==> src/hdl/msm_pkg.sv <==
// Behaviour
// - Servo off stops per class-one select: 0 brake, 1 brake then coast, 2 coast.
// - A class-one alarm stops exactly as servo off does.
// - Class-two alarm method comes from three select fields together; defaults give zero clamp.
// - Stop class 0: zero-speed stop, then brake if class-one select 0, else coast.
// - Stop class 1: class-two alarm handled exactly like a class-one alarm.
// - Stop class 2 with decel select 0: brake or coast per class-one select.
// - Decel select 1 or 2: torque-limited stop; brake only if 1 and class-one 0.
// - Decel select 3 or 4: timed stop; brake only if 3 and class-one 0.
// - Zero clamp forces speed reference to zero, then holds position at zero reference; zero_pos_clamp_o is high for one cycle only, once the motor stops.
// - Coasting leaves the motor wholly uncontrolled.
// - Main power loss brakes; control power loss brakes small units, coasts large ones.
// - Emergency torque limit 0 to 800 percent, default 800, capped at motor maximum.
// - Stop decel time 0 to 10000 ms in 1 ms steps; zero means zero-speed stop.
package msm_pkg;
   // ==========================================================
   // Register map
   localparam logic [7:0] MSM_CFG_OFF = 8'h00;
   localparam logic [7:0] MSM_TRQ_OFF = 8'h04;
   localparam logic [7:0] MSM_DECEL_OFF = 8'h08;
   localparam logic [7:0] MSM_CTRL_OFF = 8'h0c;
   localparam logic [7:0] MSM_STAT_OFF = 8'h10;
   localparam logic [7:0] MSM_MAXTRQ_OFF = 8'h14;
   // ==========================================================
   // Field positions
   localparam int MSM_C1_LSB = 0;
   localparam int MSM_DEC_LSB = 4;
   localparam int MSM_C2_LSB = 8;
   localparam int MSM_CTRL_SERVO_BIT = 0;
   localparam int MSM_CTRL_RESTART_BIT = 1;
   // ==========================================================
   // Reset values and limits
   localparam logic [3:0] MSM_SEL_RST = 4'h0;
   localparam logic [9:0] MSM_TRQ_MAX = 10'h320;
   localparam logic [9:0] MSM_TRQ_RST = 10'h320;
   localparam logic [13:0] MSM_DECEL_MAX = 14'h2710;
   localparam logic [13:0] MSM_DECEL_RST = 14'h0000;
   localparam logic [9:0] MSM_MAXTRQ_RST = 10'h12c;
   // ==========================================================
   // Types
   typedef enum logic [1:0] {MSM_RUN, MSM_STOP, MSM_DONE} msm_state_t;
   typedef enum logic [2:0] {
      MSM_M_BRAKE, MSM_M_COAST, MSM_M_ZERO, MSM_M_TORQUE, MSM_M_DECEL
   } msm_method_t;
   typedef enum logic [1:0] {MSM_A_BRAKE, MSM_A_COAST, MSM_A_CLAMP} msm_after_t;
endpackage : msm_pkg

==> src/hdl/msm_stop_selector.sv <==
`timescale 1ns/100ps
module msm_stop_selector #(
   parameter bit LARGE_RATING = 1'b0
) (
   input wire logic clk_i,
   input wire logic sys_rst_i,
   input wire logic psel_i,
   input wire logic penable_i,
   input wire logic pwrite_i,
   input wire logic [7:0] paddr_i,
   input wire logic [31:0] pwdata_i,
   output logic [31:0] prdata_o,
   output logic pready_o,
   output logic pslverr_o,
   input wire logic alarm_class_one_i,
   input wire logic alarm_class_two_i,
   input wire logic main_power_ok_i,
   input wire logic control_power_ok_i,
   input wire logic motor_stopped_i,
   output logic power_enable_o,
   output logic dyn_brake_o,
   output logic zero_speed_ref_o,
   output logic zero_pos_clamp_o,
   output logic torque_limit_en_o,
   output logic [9:0] torque_limit_o,
   output logic decel_ramp_en_o,
   output logic [13:0] decel_time_ms_o
);
   import msm_pkg::*;

   // ==========================================================
   // Register storage
   logic [3:0] c1_wr_reg, dec_wr_reg, c2_wr_reg;
   logic [3:0] class_one_stop_select, class_two_decel_select, class_two_stop_class_select;
   logic load_pending_reg;
   logic [9:0] emergency_stop_torque_limit;
   logic [9:0] motor_max_torque_reg;
   logic [13:0] stop_decel_time;
   logic servo_on_reg;
   logic restart_reg;
   msm_state_t state_reg, state_next;
   msm_method_t method_reg, method_next;
   msm_after_t after_reg, after_next;

   wire logic setup_ph = psel_i && !penable_i;
   wire logic wr_en = psel_i && penable_i && pready_o && pwrite_i;

   // ==========================================================
   // APB slave: answers in the access phase, no wait states
   always_ff @(posedge clk_i or posedge sys_rst_i) begin
      if (sys_rst_i) begin
         pready_o <= 1'b0;
         pslverr_o <= 1'b0;
         prdata_o <= 32'h0000_0000;
      end else begin
         pready_o <= setup_ph;
         pslverr_o <= 1'b0;
         prdata_o <= 32'h0000_0000;
         if (setup_ph) begin
            case (paddr_i)
               MSM_CFG_OFF: prdata_o <= {20'h00000, c2_wr_reg, dec_wr_reg, c1_wr_reg};
               MSM_TRQ_OFF: prdata_o <= {22'h000000, emergency_stop_torque_limit};
               MSM_DECEL_OFF: prdata_o <= {18'h00000, stop_decel_time};
               MSM_CTRL_OFF: prdata_o <= {31'h00000000, servo_on_reg};
               MSM_STAT_OFF: prdata_o <= {12'h000, class_two_stop_class_select,
                  class_two_decel_select, class_one_stop_select, 1'b0,
                  after_reg, method_reg, state_reg};
               MSM_MAXTRQ_OFF: prdata_o <= {22'h000000, motor_max_torque_reg};
               default: pslverr_o <= 1'b1;
            endcase
         end
      end
   end

   // ==========================================================
   // Writable registers
   always_ff @(posedge clk_i or posedge sys_rst_i) begin
      if (sys_rst_i) begin
         c1_wr_reg <= MSM_SEL_RST;
         dec_wr_reg <= MSM_SEL_RST;
         c2_wr_reg <= MSM_SEL_RST;
         emergency_stop_torque_limit <= MSM_TRQ_RST;
         stop_decel_time <= MSM_DECEL_RST;
         motor_max_torque_reg <= MSM_MAXTRQ_RST;
         servo_on_reg <= 1'b0;
         restart_reg <= 1'b0;
      end else begin
         restart_reg <= 1'b0;
         if (wr_en) begin
            case (paddr_i)
               MSM_CFG_OFF: begin
                  c1_wr_reg <= pwdata_i[MSM_C1_LSB +: 4];
                  dec_wr_reg <= pwdata_i[MSM_DEC_LSB +: 4];
                  c2_wr_reg <= pwdata_i[MSM_C2_LSB +: 4];
               end
               MSM_TRQ_OFF: begin
                  if (pwdata_i[9:0] > MSM_TRQ_MAX || pwdata_i[31:10] != 22'h000000) begin
                     emergency_stop_torque_limit <= MSM_TRQ_MAX;
                  end else begin
                     emergency_stop_torque_limit <= pwdata_i[9:0];
                  end
               end
               MSM_DECEL_OFF: begin
                  if (pwdata_i[13:0] > MSM_DECEL_MAX || pwdata_i[31:14] != 18'h00000) begin
                     stop_decel_time <= MSM_DECEL_MAX;
                  end else begin
                     stop_decel_time <= pwdata_i[13:0];
                  end
               end
               MSM_CTRL_OFF: begin
                  servo_on_reg <= pwdata_i[MSM_CTRL_SERVO_BIT];
                  restart_reg <= pwdata_i[MSM_CTRL_RESTART_BIT];
               end
               MSM_MAXTRQ_OFF: motor_max_torque_reg <= pwdata_i[9:0];
               default: ;
            endcase
         end
      end
   end

   // ==========================================================
   // Active selects, loaded only after reset or a restart command
   always_ff @(posedge clk_i or posedge sys_rst_i) begin
      if (sys_rst_i) begin
         load_pending_reg <= 1'b1;
         class_one_stop_select <= MSM_SEL_RST;
         class_two_decel_select <= MSM_SEL_RST;
         class_two_stop_class_select <= MSM_SEL_RST;
      end else begin
         load_pending_reg <= restart_reg;
         if (load_pending_reg) begin
            class_one_stop_select <= c1_wr_reg;
            class_two_decel_select <= dec_wr_reg;
            class_two_stop_class_select <= c2_wr_reg;
         end
      end
   end

   // ==========================================================
   // Method selection
   function automatic logic [4:0] msm_class_one(input logic [3:0] c1);
      begin
         case (c1)
            4'h1: msm_class_one = {MSM_M_BRAKE, MSM_A_COAST};
            4'h2: msm_class_one = {MSM_M_COAST, MSM_A_COAST};
            default: msm_class_one = {MSM_M_BRAKE, MSM_A_BRAKE};
         endcase
      end
   endfunction : msm_class_one

   function automatic logic [4:0] msm_class_two(input logic [3:0] c1, input logic [3:0] dec,
                                                input logic [3:0] c2, input logic zero_time);
      msm_after_t aft;
      begin
         aft = MSM_A_COAST;
         case (c2)
            4'h0: begin
               aft = (c1 == 4'h0) ? MSM_A_BRAKE : MSM_A_COAST;
               msm_class_two = {MSM_M_ZERO, aft};
            end
            4'h2: begin
               case (dec)
                  4'h1, 4'h2: begin
                     aft = (dec == 4'h1 && c1 == 4'h0) ? MSM_A_BRAKE : MSM_A_COAST;
                     msm_class_two = {MSM_M_TORQUE, aft};
                  end
                  4'h3, 4'h4: begin
                     aft = (dec == 4'h3 && c1 == 4'h0) ? MSM_A_BRAKE : MSM_A_COAST;
                     if (zero_time) begin
                        msm_class_two = {MSM_M_ZERO, aft};
                     end else begin
                        msm_class_two = {MSM_M_DECEL, aft};
                     end
                  end
                  default: msm_class_two = msm_class_one(c1);
               endcase
            end
            default: msm_class_two = msm_class_one(c1);
         endcase
      end
   endfunction : msm_class_two

   wire logic ctrl_loss = !control_power_ok_i;
   wire logic main_loss = !main_power_ok_i;
   wire logic hard_stop = ctrl_loss || main_loss || alarm_class_one_i;
   wire logic any_stop = hard_stop || alarm_class_two_i || !servo_on_reg;

   // ==========================================================
   // Stop sequencer
   always_comb begin
      logic [4:0] sel;
      sel = msm_class_one(class_one_stop_select);
      if (ctrl_loss) begin
         sel = LARGE_RATING ? {MSM_M_COAST, MSM_A_COAST}
                            : {MSM_M_BRAKE, MSM_A_BRAKE};
      end else if (main_loss) begin
         sel = {MSM_M_BRAKE, MSM_A_BRAKE};
      end else if (!alarm_class_one_i && alarm_class_two_i) begin
         sel = msm_class_two(class_one_stop_select, class_two_decel_select,
                             class_two_stop_class_select, stop_decel_time == 14'h0000);
      end
      state_next = state_reg;
      method_next = method_reg;
      after_next = after_reg;
      case (state_reg)
         MSM_RUN: begin
            if (any_stop) begin
               state_next = MSM_STOP;
               method_next = msm_method_t'(sel[4:2]);
               after_next = msm_after_t'(sel[1:0]);
            end
         end
         MSM_STOP: begin
            if (hard_stop && method_reg != MSM_M_BRAKE && method_reg != MSM_M_COAST) begin
               method_next = msm_method_t'(sel[4:2]);
               after_next = msm_after_t'(sel[1:0]);
            end else if (method_reg == MSM_M_COAST || motor_stopped_i) begin
               state_next = MSM_DONE;
            end
         end
         MSM_DONE: begin
            if (!any_stop) begin
               state_next = MSM_RUN;
            end
         end
         default: state_next = MSM_RUN;
      endcase
   end

   always_ff @(posedge clk_i or posedge sys_rst_i) begin
      if (sys_rst_i) begin
         state_reg <= MSM_DONE;
         method_reg <= MSM_M_BRAKE;
         after_reg <= MSM_A_BRAKE;
      end else begin
         state_reg <= state_next;
         method_reg <= method_next;
         after_reg <= after_next;
      end
   end

   // ==========================================================
   // Power stage commands
   wire logic stop_n = (state_next == MSM_STOP);
   wire logic done_n = (state_next == MSM_DONE);
   wire logic [9:0] eff_torque = (emergency_stop_torque_limit > motor_max_torque_reg)
                                 ? motor_max_torque_reg : emergency_stop_torque_limit;
   // Motor at rest on the last cycle of a zero-speed STOP: close the position loop on the next cycle, the first of DONE
   wire logic zclamp = (state_reg == MSM_STOP) && (method_reg == MSM_M_ZERO) && motor_stopped_i;

   always_ff @(posedge clk_i or posedge sys_rst_i) begin
      if (sys_rst_i) begin
         power_enable_o <= 1'b0;
         dyn_brake_o <= 1'b1;
         zero_speed_ref_o <= 1'b0;
         zero_pos_clamp_o <= 1'b0;
         torque_limit_en_o <= 1'b0;
         torque_limit_o <= 10'h000;
         decel_ramp_en_o <= 1'b0;
         decel_time_ms_o <= 14'h0000;
      end else begin
         power_enable_o <= (state_next == MSM_RUN)
            || (stop_n && (method_next == MSM_M_ZERO || method_next == MSM_M_TORQUE
                           || method_next == MSM_M_DECEL));
         dyn_brake_o <= (stop_n && method_next == MSM_M_BRAKE)
            || (done_n && after_next == MSM_A_BRAKE);
         zero_speed_ref_o <= (stop_n && method_next == MSM_M_ZERO) || zclamp;
         zero_pos_clamp_o <= zclamp;
         torque_limit_en_o <= stop_n && method_next == MSM_M_TORQUE;
         torque_limit_o <= eff_torque;
         decel_ramp_en_o <= stop_n && method_next == MSM_M_DECEL;
         decel_time_ms_o <= stop_decel_time;
      end
   end
endmodule : msm_stop_selector

==> config.mk <==
export PLATFORM = sky130hd
export DESIGN_NAME = msm_stop_selector
export DESIGN_NICKNAME = d
export VERILOG_FILES = /design/src/hdl/msm_pkg.sv /design/src/hdl/msm_stop_selector.sv
export SDC_FILE = /design/constraint.sdc
export NUM_CORES = 1
export LEC_CHECK = 0
export ABC_CLOCK_PERIOD_IN_PS = 4800
export BUFFER_PORTS_ARGS = -buffer_cell sky130_fd_sc_hd__buf_2
export CORE_ASPECT_RATIO = 1.4
export CORE_MARGIN = 3
export CORE_UTILIZATION = 33
export CTS_BUF_LIST = sky130_fd_sc_hd__clkbuf_4 sky130_fd_sc_hd__clkbuf_8 sky130_fd_sc_hd__clkbuf_16
export DETAILED_ROUTE_END_ITERATION = 8
export PLACE_DENSITY = 0.5
export SETUP_SLACK_MARGIN = 0.1
export SLEW_MARGIN = 5
export SYNTH_ARGS = -nofsm -noshare
export SYNTH_HDL_FRONTEND = slang
export SYNTH_SLANG_ARGS = --single-unit
==> constraint.sdc <==
create_clock -name clk_i -period 4.8 [get_ports clk_i]
set_clock_uncertainty 0.05 [all_clocks]
set_input_delay 0.72 -clock clk_i [delete_from_list [all_inputs] [get_ports clk_i]]
set_output_delay 0.72 -clock clk_i [all_outputs]
set_load 0.01 [all_outputs]
==> flow_metrics.py, run 1 <==
metrics = {
    "status": {
        "status": "complete, no violations",
    },
    "route": {
        "drt_first_pass_iters": 5,
        "antenna_left": 0,
        "drc": 0,
        "wl_mm": 14.6,
        "wl_per_cell_um": 19.1,
        "dr_total_vias": 3922,
        "drt-initial-drc-count": 244,
        "via_per_inst": 5.12,
    },
    "clock_tree": {
        "post_cts_buffers": 0,
        "cts_tree": "built",
        "path_clk_slew_ps": 60,
        "clock_sinks": 120,
        "cts_max_level": 4,
        "postCtsHoldBufs": 0,
        "ctsResizeCount": 0,
        "clockBufferDepth": 2,
        "clk_latency_ps": 410,
        "cts_made_buffers": 17,
        "root_buffer": "clkbuf_16",
    },
    "floorplanning": {
        "dieHeight_um": 156,
        "io_pins": 114,
        "initial_core_util_pct": 33.8,
        "core_um2": 15600,
        "die_w_um": 113,
        "die-area_um2": 17600,
        "rows": 54,
    },
    "pwr": {
        "vdd_drop_max_uv": 216,
        "switchingPower_uw": 576,
        "p_leak_nw": 3.41,
        "p_comb_share_pct": 7.8,
        "sequentialPowerShare_pct": 40.6,
        "clkPwrFrac_pct": 51.6,
        "p_int_mw": 2.04,
        "p_sw_share_pct": 22.0,
        "powerDensity_nw_per_um2": 398,
    },
    "synthesis": {
        "synth_cell_type_count": 58,
        "synth_edf_count": 0,
        "ys_seq_area_share_pct": 57.1,
        "netlist_area_um2": 5280,
        "synth_area_per_cell_um2": 11.7,
        "netlist_instances": 451,
        "synthArstFlopShare_pct": 100,
        "ys_ff_latch": 120,
        "ys.flop_type": "dfrtp_1",
        "yosys_warnings": 0,
    },
    "setup_path": {
        "critical_path.top_delay_family": "compound AO/OA/AOI/OAI gates",
        "cp.arrival_ps": 2790,
        "path_buf_inv": 1,
        "startpoint": "motor_max_torque_reg[5]",
        "cp-end-kind": "register",
        "critPathKind": "register to register",
        "critical_path_required_ps": 5040,
        "start_kind": "register",
        "timing.rr.start": "motor_max_torque_reg[5]",
        "critical_path.max_stage_delay_ps": 550,
        "cp_max_fo": 10,
        "crit_chain": "inv_1 > ha_1 > a21o_1 > a21o_1 > a21oi_1 > nand2_1 > o21ai_2 > mux2_2",
        "path_common_cell": "a21o_1",
        "cp_slowest_cell": "dfstp_2",
    },
    "cells_and_area": {
        "final.fill_count": 1498,
        "nets": 617,
        "area_growth_pct": 24.6,
        "regMostFlops": "prdata_o",
        "top_regs": "prdata_o (20), decel_time_ms_o (14), stop_decel_time (14)",
        "drive_gt1_share_pct": 35.1,
        "largest_register_ffs": 20,
        "n_antenna_cell": 0,
        "finalInstanceArea_um2": 6570,
    },
    "placed_design": {
        "post_dp_cell_area_um2": 5940,
        "numPortBuffers": 101,
        "dp_hpwl_mm": 11.1,
        "gp_congestion": 0.800,
    },
    "sta": {
        "finalSetupViolCount": 0,
        "holdWs_ps": 310,
        "max_freq_mhz": 393,
        "fin_crit_sh_pct": 53.0,
        "tns_ps": 0,
        "fin_crit_ps": 2540,
        "worstMarginPinSlew_ps": 1070,
        "hold_violations": 0,
        "rsz0062_at_grt": "no",
        "drv_slew": 0,
        "max-slew-margin-rel_pct": 28.7,
    },
    "grt": {
        "grt_usage_pct": 17.1,
        "met3_usage_pct": 2.99,
        "grt_pass1_vias": 4153,
        "grt_antenna_before_repair": 0,
        "grtUsageMet2_pct": 30.3,
        "met1_usage_pct": 20.4,
        "grt_overflow": 0,
        "grt_pass1_wl_mm": 23.1,
        "grt_max_degree": 58,
        "busiest_layer": "met2",
    },
    "hold_path": {
        "hold_start": "restart_reg",
        "hp-class": "register to register",
    },
    "flow_run": {
        "maxCapViolCount": 0,
    },
}
power groups by stage:
stage | clock network, mW | logic [mW] | registers [mW]
2_1_floorplan | 0 | 0.134 | 1.08
4_1_cts | 1.37 | 0.207 | 1.06
6_report | 1.35 | 0.204 | 1.06
5_1_grt | 1.42 | 0.227 | 1.07
3_3_place_gp | 0 | 0.203 | 1.08
3_5_place_dp | 0 | 0.206 | 1.08
Yosys cell counts (11+ instances only):
master / count / area, um2
dfrtp_1: 110 / 2750
o21ai_0: 16 / 80.1
a21oi_1: 16 / 80.1
nor2_1: 35 / 131
a22o_1: 24 / 210
buf_4: 12 / 90.1
mux2_2: 42 / 473
nand2_1: 32 / 120
clkbuf_1: 11 / 41.3
inv_1: 20 / 75.1
routing by layer:
metal	part of all wire [%]	up-vias
li1	-	1831
met1	41	1956
met2	53	119
met3	4.4	16
met4	1.7	0
met5	0	-
metrics by stage:
| step | utilization, % | std cells | setup WS [ps] | power (mW) |
|---|---|---|---|---|
| after floorplan | - | 462 | 861 | 1.21 |
| after global placement | 38.1 | 734 | 2070 | 1.28 |
| after detailed placement | 38.1 | 734 | 2040 | 1.29 |
| after CTS | 42.1 | 766 | 2230 | 2.64 |
| after global routing | 42.1 | 766 | 2050 | 2.72 |
| final | 42.1 | 766 | 2260 | 2.61 |
cells in the final DEF, fill, tap and decap left out, types with 4 or more instances in the layout:
master	synthesis	final
nand4_1	4	4
inv_1	20	19
buf_2	4	101
nor2b_1	4	4
clkbuf_16	0	17
a21oi_1	16	16
buf_4	12	4
bufinv_16	0	4
mux2_2	42	42
nor4_1	8	8
dfrtp_1	110	110
nand3b_1	4	4
a22o_1	24	24
and3_1	8	8
a222oi_1	10	10
nor2_1	35	35
clkbuf_4	0	4
conb_1	1	12
nand3_1	6	6
dfstp_2	10	10
nor3_1	7	7
ha_1	10	10
o21ai_0	16	16
nand2_1	32	32
clkinv_2	0	4
layout make-up:
| class | instances | area [um2] | area share, % |
|---|---|---|---|
| Multi-Input combinational cell | 293 | 2070 | 31.5 |
| Timing Repair Buffer | 105 | 536 | 8.15 |
| Clock inverter | 9 | 148 | 2.25 |
| Sequential cell | 120 | 3020 | 45.9 |
| Inverter | 20 | 77.6 | 1.18 |
| Clock buffer | 23 | 483 | 7.35 |
| Tap cell | 196 | 245 | 3.73 |
kinds of logic after synthesis:
group	Yosys count	share of synthesized area (%)
simple gates	132	13.0
flops	120	57.1
compound gates	92	12.8
buf+inv	49	4.43
mux	45	9.77
fa+ha+maj	10	2.37
xor+xnor	2	0.332
other cells	1	0.0711
worst paths after layout:
check	end	cells after the start	slack [ps]
min in group asynchronous	prdata_o[18]	2	380
worst min register to register	load_pending_reg	0	310
max in group asynchronous	motor_max_torque_reg[3]	3	3390
worst min-delay path	load_pending_reg	0	310
worst max-delay path	torque_limit_o[9]	8	2260
worst max register to register	torque_limit_o[9]	8	2260
(Power assumes the default switching activity.)
==> run 2, diff against run 1 <==
Settings changed: ABC_AREA set to 1, ABC_CLOCK_PERIOD_IN_PS 4800 to 2230, PLACE_DENSITY 0.5 to 0.51.
Clock period 4.8 ns to 2.23 ns, I/O delays scaled along.
==> run 2 against run 1 <==
Routed wire length increased by 16%. Register-to-register slack got worse by 2000 ps. Critical path depth decreased by 1. Highest routed layer unchanged.
==> flow_metrics.py, run 2 <==
metrics = {
    "cells_and_area": {
        "top_regs": "prdata_o (20), decel_time_ms_o (14), stop_decel_time (14)",
        "nets": 864,
        "layout_commonest_cell": "nand2_1",
        "area_growth_pct": 23.9,
        "n_antenna_cell": 0,
        "drive_gt1_share_pct": 25.5,
        "largest_register_ffs": 20,
        "layout_common_cells": "177 x nand2_1, 110 x dfrtp_1, 101 x buf_2",
        "multi_input_area_um2": 2320,
        "regArea_um2": 3020,
        "utilization_pct": 42.1,
        "final.fill_count": 1753,
        "regMostFlops": "prdata_o",
        "final-instance-count-excl-fill": 1049,
    },
    "grt": {
        "grt_usage_pct": 18.3,
        "grt_antenna_before_repair": 0,
        "grt_overflow": 0,
        "grt_max_degree": 82,
        "grt_pass1_vias": 5092,
        "grt_pass1_wl_mm": 27.1,
    },
    "route": {
        "dr_total_vias": 4980,
        "met3WireLength_um": 805,
        "drt-initial-drc-count": 286,
        "wl_per_cell_um": 16.1,
        "via_per_inst": 4.75,
        "routed.top_layer": "met4",
        "wl_mm": 16.9,
        "met2WireLength_mm": 8.70,
        "drt-met1-wl_mm": 6.67,
        "drc": 0,
        "drt_first_pass_iters": 5,
        "antenna_left": 0,
    },
    "setup_path": {
        "startpoint": "motor_max_torque_reg[5]",
        "critPathKind": "register to register",
        "start_kind": "register",
        "timing.rr.start": "motor_max_torque_reg[5]",
        "cp.arrival_ps": 2180,
        "critical_path_required_ps": 2460,
        "cp-end-kind": "register",
        "cp_max_fo": 10,
        "reg2regPathDepth": 7,
    },
    "sta": {
        "max_freq_mhz": 514,
        "drv_slew": 0,
        "fin_crit_sh_pct": 87.2,
        "tns_ps": 0,
        "fin_crit_ps": 1950,
        "rsz0062_at_grt": "no",
        "hold_violations": 0,
        "finalSetupViolCount": 0,
    },
    "synthesis": {
        "synth_edf_count": 0,
        "ys_ff_latch": 120,
        "synth_area_per_cell_um2": 8.35,
        "synth.most_common_cell": "nand2_1",
        "yosys_warnings": 0,
        "netlist_area_um2": 5760,
        "synth_area_leaders": "dfrtp_1 48%, nand2_1 12%, dfstp_2 4.6%, nor2_1 4.4%, inv_1 4.3%",
        "ys_seq_area_share_pct": 52.3,
        "synth_largest_type_area_fraction_pct": 47.8,
        "ys.flop_type": "dfrtp_1",
        "netlist_instances": 690,
        "synth_top_cells_by_count": "178 x nand2_1, 110 x dfrtp_1, 67 x nor2_1",
        "synth_cell_type_count": 38,
        "synthArstFlopShare_pct": 100,
        "yosysTopAreaCell": "dfrtp_1",
    },
    "clock_tree": {
        "clock_sinks": 120,
        "root_buffer": "clkbuf_16",
        "cts_made_buffers": 17,
        "clockBufferDepth": 2,
        "cts_tree": "built",
        "clk_latency_ps": 400,
        "cts_max_level": 4,
        "path_clk_slew_ps": 60,
    },
    "pwr": {
        "vdd_drop_max_uv": 437,
        "powerDensity_nw_per_um2": 776,
        "power_mw": 5.54,
        "p_leak_nw": 3.61,
    },
    "floorplanning": {
        "dieHeight_um": 162,
        "core_um2": 17000,
        "initial_core_util_pct": 34.0,
        "die_w_um": 118,
        "io_pins": 114,
        "die-area_um2": 19100,
        "rows": 56,
    },
    "flow_run": {
        "maxCapViolCount": 0,
    },
    "hold_path": {
        "hp-class": "primary input to async pin",
    },
    "status": {
        "status": "complete, no violations",
    },
    "placed_design": {
        "dp_hpwl_mm": 13.1,
        "gp_congestion": 0.947,
        "numPortBuffers": 101,
        "placed_cells": 1015,
    },
}
==> run 2: cell types whose count changed in the layout (fill, tap and decap cells not counted), moves of 7 or more <==
cell / previous run / this run
inv_2: 0 / 13
a222oi_1: 10 / 0
nand2_1: 32 / 177
a21oi_2: 0 / 8
nor2_1: 35 / 67
inv_1: 19 / 65
mux2_2: 42 / 0
o21ai_0: 16 / 36
and3_1: 8 / 0
o21ai_1: 3 / 33
a22o_1: 24 / 0
nand2_2: 0 / 7
nand3_1: 6 / 49
nor2_2: 0 / 10
==> run 2: area by class of cell <==
type	count	share of cell area (%)
Clock inverter	12	2.12
Sequential cell	120	42.3
Tap cell	232	4.07
Timing Repair Buffer	112	8.42
Multi-Input combinational cell	473	32.5
Inverter	80	4.30
Clock buffer	20	6.37
==> run 2: routing by layer <==
layer	global-route usage, %	vias up
met3	3.93	44
met4	9.49	0
met5	0	-
met2	32.3	163
met1	20.7	2343
li1	-	2430
==> run 2: repair_timing <==
action / 4_1_cts / 5_1_grt
gates resized for setup: 0 / 5
hold buffers: 0 / 0
buffers inserted: 0 / 0
endpoints found under the setup margin: 0 / 10
==> run 2: cells by family after synthesis <==
group / count (synthesis) / synth area share [%]
simple gates: 342 / 26.5
flops: 120 / 52.3
buf+inv: 110 / 8.69
compound gates: 107 / 10.3
fa+ha+maj: 10 / 2.17
other cells: 1 / 0.0651
==> run 2: worst paths after layout <==
check,slack (ps),end
worst max-delay path,280,torque_limit_o[1]
worst min-delay path,6,class_two_decel_select[2]
worst max register to register,280,torque_limit_o[1]
worst min register to register,300,load_pending_reg
max in group asynchronous,1740,motor_max_torque_reg[2]
min in group clk_i,110,pready_o
==> run 2: power by group <==
group	internal, mW	total [mW]	switching, mW	leakage, nW
Sequential	2.24	2.27	0.0313	1.63
Combinational	0.152	0.496	0.344	1.69
Clock	1.80	2.77	0.964	0.285
Total	4.20	5.54	1.34	3.61
==> run 2: critical path, cell delays in order, from the launching register on <==
cell and delay, ps:
dfstp_2 530, inv_1 70, ha_1 300, nand2_1 90, nor3_1 220, nand3_1 270
nand2_4 200, o21ai_0 90
==> run 2: stage by stage <==
stage	hold slack (ps)	area, um2	worst slack [ps]
finish	6.35	7140	285
global route	43.4	7140	107
CTS	37.9	7100	120
detailed placement	291	6500	141
global placement	293	6500	223
floorplan	283	5810	384
==> run 3, diff against run 2 <==
Settings changed: ABC_CLOCK_PERIOD_IN_PS 2230 to 2400, CAP_MARGIN set to 10, PLACE_DENSITY 0.51 to 0.49.
Clock period 2.23 ns to 2.4 ns, I/O delays scaled along.
==> run 3 against run 2 <==
Largest cell class unchanged. Worst setup slack gained 53 ps. Flip-flop and latch count is the same. Hold slack gained 34 ps. Register-to-register slack gained 50 ps. Routed wire length shrank 0.95%. Final cell count shrank 0.48%. Clock power shrank 5%. Highest routed layer unchanged.
==> flow_metrics.py, run 3 (same netlist as run 2, synthesis figures left out) <==
metrics = {
    "sta": {
        "rsz0062_at_grt": "no",
        "holdWs_ps": 40.6,
        "worstMarginPinSlew_ps": 666,
        "tns_ps": 0,
        "finalSetupViolCount": 0,
        "max-slew-margin-rel_pct": 55.6,
        "fin_crit_ps": 2060,
        "setup_ws_ps": 338,
        "max_freq_mhz": 485,
        "fin_crit_sh_pct": 85.9,
        "drv_slew": 0,
        "hold_violations": 0,
    },
    "cells_and_area": {
        "nets": 859,
        "n_antenna_cell": 0,
        "finalInstanceArea_um2": 7080,
        "layout_commonest_cell": "nand2_1",
        "drive_gt1_share_pct": 24.9,
        "largest_register_ffs": 20,
        "layout_common_cells": "177 x nand2_1, 110 x dfrtp_1, 101 x buf_2",
        "regMostFlops": "prdata_o",
        "top_regs": "prdata_o (20), decel_time_ms_o (14), stop_decel_time (14)",
        "area_growth_pct": 23.0,
    },
    "floorplanning": {
        "rows": 56,
        "die_w_um": 118,
        "core_um2": 17000,
        "die-area_um2": 19100,
        "initial_core_util_pct": 34.0,
        "dieHeight_um": 162,
        "io_pins": 114,
    },
    "clock_tree": {
        "cts_made_buffers": 17,
        "cts_max_level": 4,
        "clock_sinks": 120,
        "clockBufferDepth": 2,
        "postCtsHoldBufs": 0,
        "root_buffer": "clkbuf_16",
        "cts_tree": "built",
        "clk_latency_ps": 420,
        "post_cts_buffers": 0,
        "ctsResizeCount": 0,
        "path_clk_slew_ps": 60,
    },
    "grt": {
        "grt_pass1_vias": 4988,
        "busiest_layer": "met2",
        "grt_pass1_wl_mm": 26.5,
        "grt_usage_pct": 18.1,
        "grt_overflow": 0,
        "met3_usage_pct": 3.93,
        "met1_usage_pct": 20.5,
        "grt_max_degree": 121,
        "grt_antenna_before_repair": 0,
        "grtUsageMet2_pct": 32.4,
    },
    "setup_path": {
        "critical_path.max_stage_delay_ps": 530,
        "critical_path_required_ps": 2660,
        "critPathKind": "register to register",
        "critical_path.top_delay_family": "flip-flops",
        "cp.arrival_ps": 2320,
        "crit_chain": "inv_1 > ha_1 > nand2_1 > nor2_1 > o211ai_1 > o2111ai_1 > nand2_2 > o21ai_0",
        "cp_slowest_cell": "dfstp_2",
        "path_buf_inv": 1,
        "start_kind": "register",
        "cp_max_fo": 20,
        "cp-end-kind": "register",
    },
    "placed_design": {
        "gp_congestion": 0.907,
        "pre_cts_ws_ps": 204,
        "numPortBuffers": 101,
        "post_dp_cell_area_um2": 6480,
        "dp_hpwl_mm": 12.9,
    },
    "route": {
        "wl_mm": 16.7,
        "drt_first_pass_iters": 5,
        "via_per_inst": 4.73,
        "drt-initial-drc-count": 309,
        "dr_total_vias": 4934,
        "wl_per_cell_um": 16.0,
        "antenna_left": 0,
        "drc": 0,
    },
    "pwr": {
        "powerDensity_nw_per_um2": 731,
        "power_mw": 5.18,
        "vdd_drop_max_uv": 404,
        "p_leak_nw": 3.60,
    },
    "hold_path": {
        "hp-class": "primary input to async pin",
    },
    "flow_run": {
        "maxCapViolCount": 0,
    },
    "status": {
        "status": "complete, no violations",
    },
}
==> run 3: cell types whose count changed in the layout (fill, tap and decap cells not counted), sizes merged <==
| cell | previous run | this run |
|---|---|---|
| inv | 79 | 88 |
| clkinvlp | 6 | 2 |
| clkinv | 4 | 3 |
| bufinv | 3 | 2 |
| clkbuf | 20 | 17 |
| nand2 | 187 | 185 |
| buf | 112 | 109 |
==> run 3: layer usage <==
metal  wire [um]  vias up
met3         834       31
met5           0        -
met4         583        0
met1        6580     2325
li1            -     2404
met2        8730      174
==> run 3: worst register-to-register path, cell delays in order (launching register included) <==
cell and delay (ps):
dfstp_2 530, inv_1 90, ha_1 280, nand2_1 80, nor2_1 150, o211ai_1 100
o2111ai_1 120, nand2_2 240, o21ai_0 310
==> run 3: worst paths after layout <==
path / startpoint / to / slack (ps) / cells after the start
max: motor_max_torque_reg[8] / torque_limit_o[0] / 340 / 8
min: sys_rst_i / decel_time_ms_o[10] / 40 / 3
max reg2reg: motor_max_torque_reg[8] / torque_limit_o[0] / 340 / 8
min reg2reg: restart_reg / load_pending_reg / 300 / 0
max in group asynchronous: sys_rst_i / c1_wr_reg[0] / 1730 / 3
min in group clk_i: penable_i / pready_o / 120 / 2
==> run 3: final cells by class <==
type	instances	area, um2
flip-flops and latches	120	3020
multi-input cells	471	2290
clock buffers	17	425
repair buffers	109	578
well taps	232	290
inverters	80	307
fillers	1781	9870
clock inverters	15	180
==> run 3: metrics by stage <==
stage               util (%)  std cells
finish                  41.8       1044
global route            41.8       1044
CTS                     41.8       1044
detailed placement      38.2       1012
global placement        38.2       1012
floorplan                  -        701
==> run 3: report_power, final <==
group / total, mW / leakage (nW) / switching [mW] / internal [mW]
logic: 0.450 / 1.67 / 0.312 / 0.138
registers: 2.11 / 1.63 / 0.0280 / 2.08
clock network: 2.62 / 0.296 / 1.05 / 1.57
total: 5.18 / 3.60 / 1.39 / 3.79
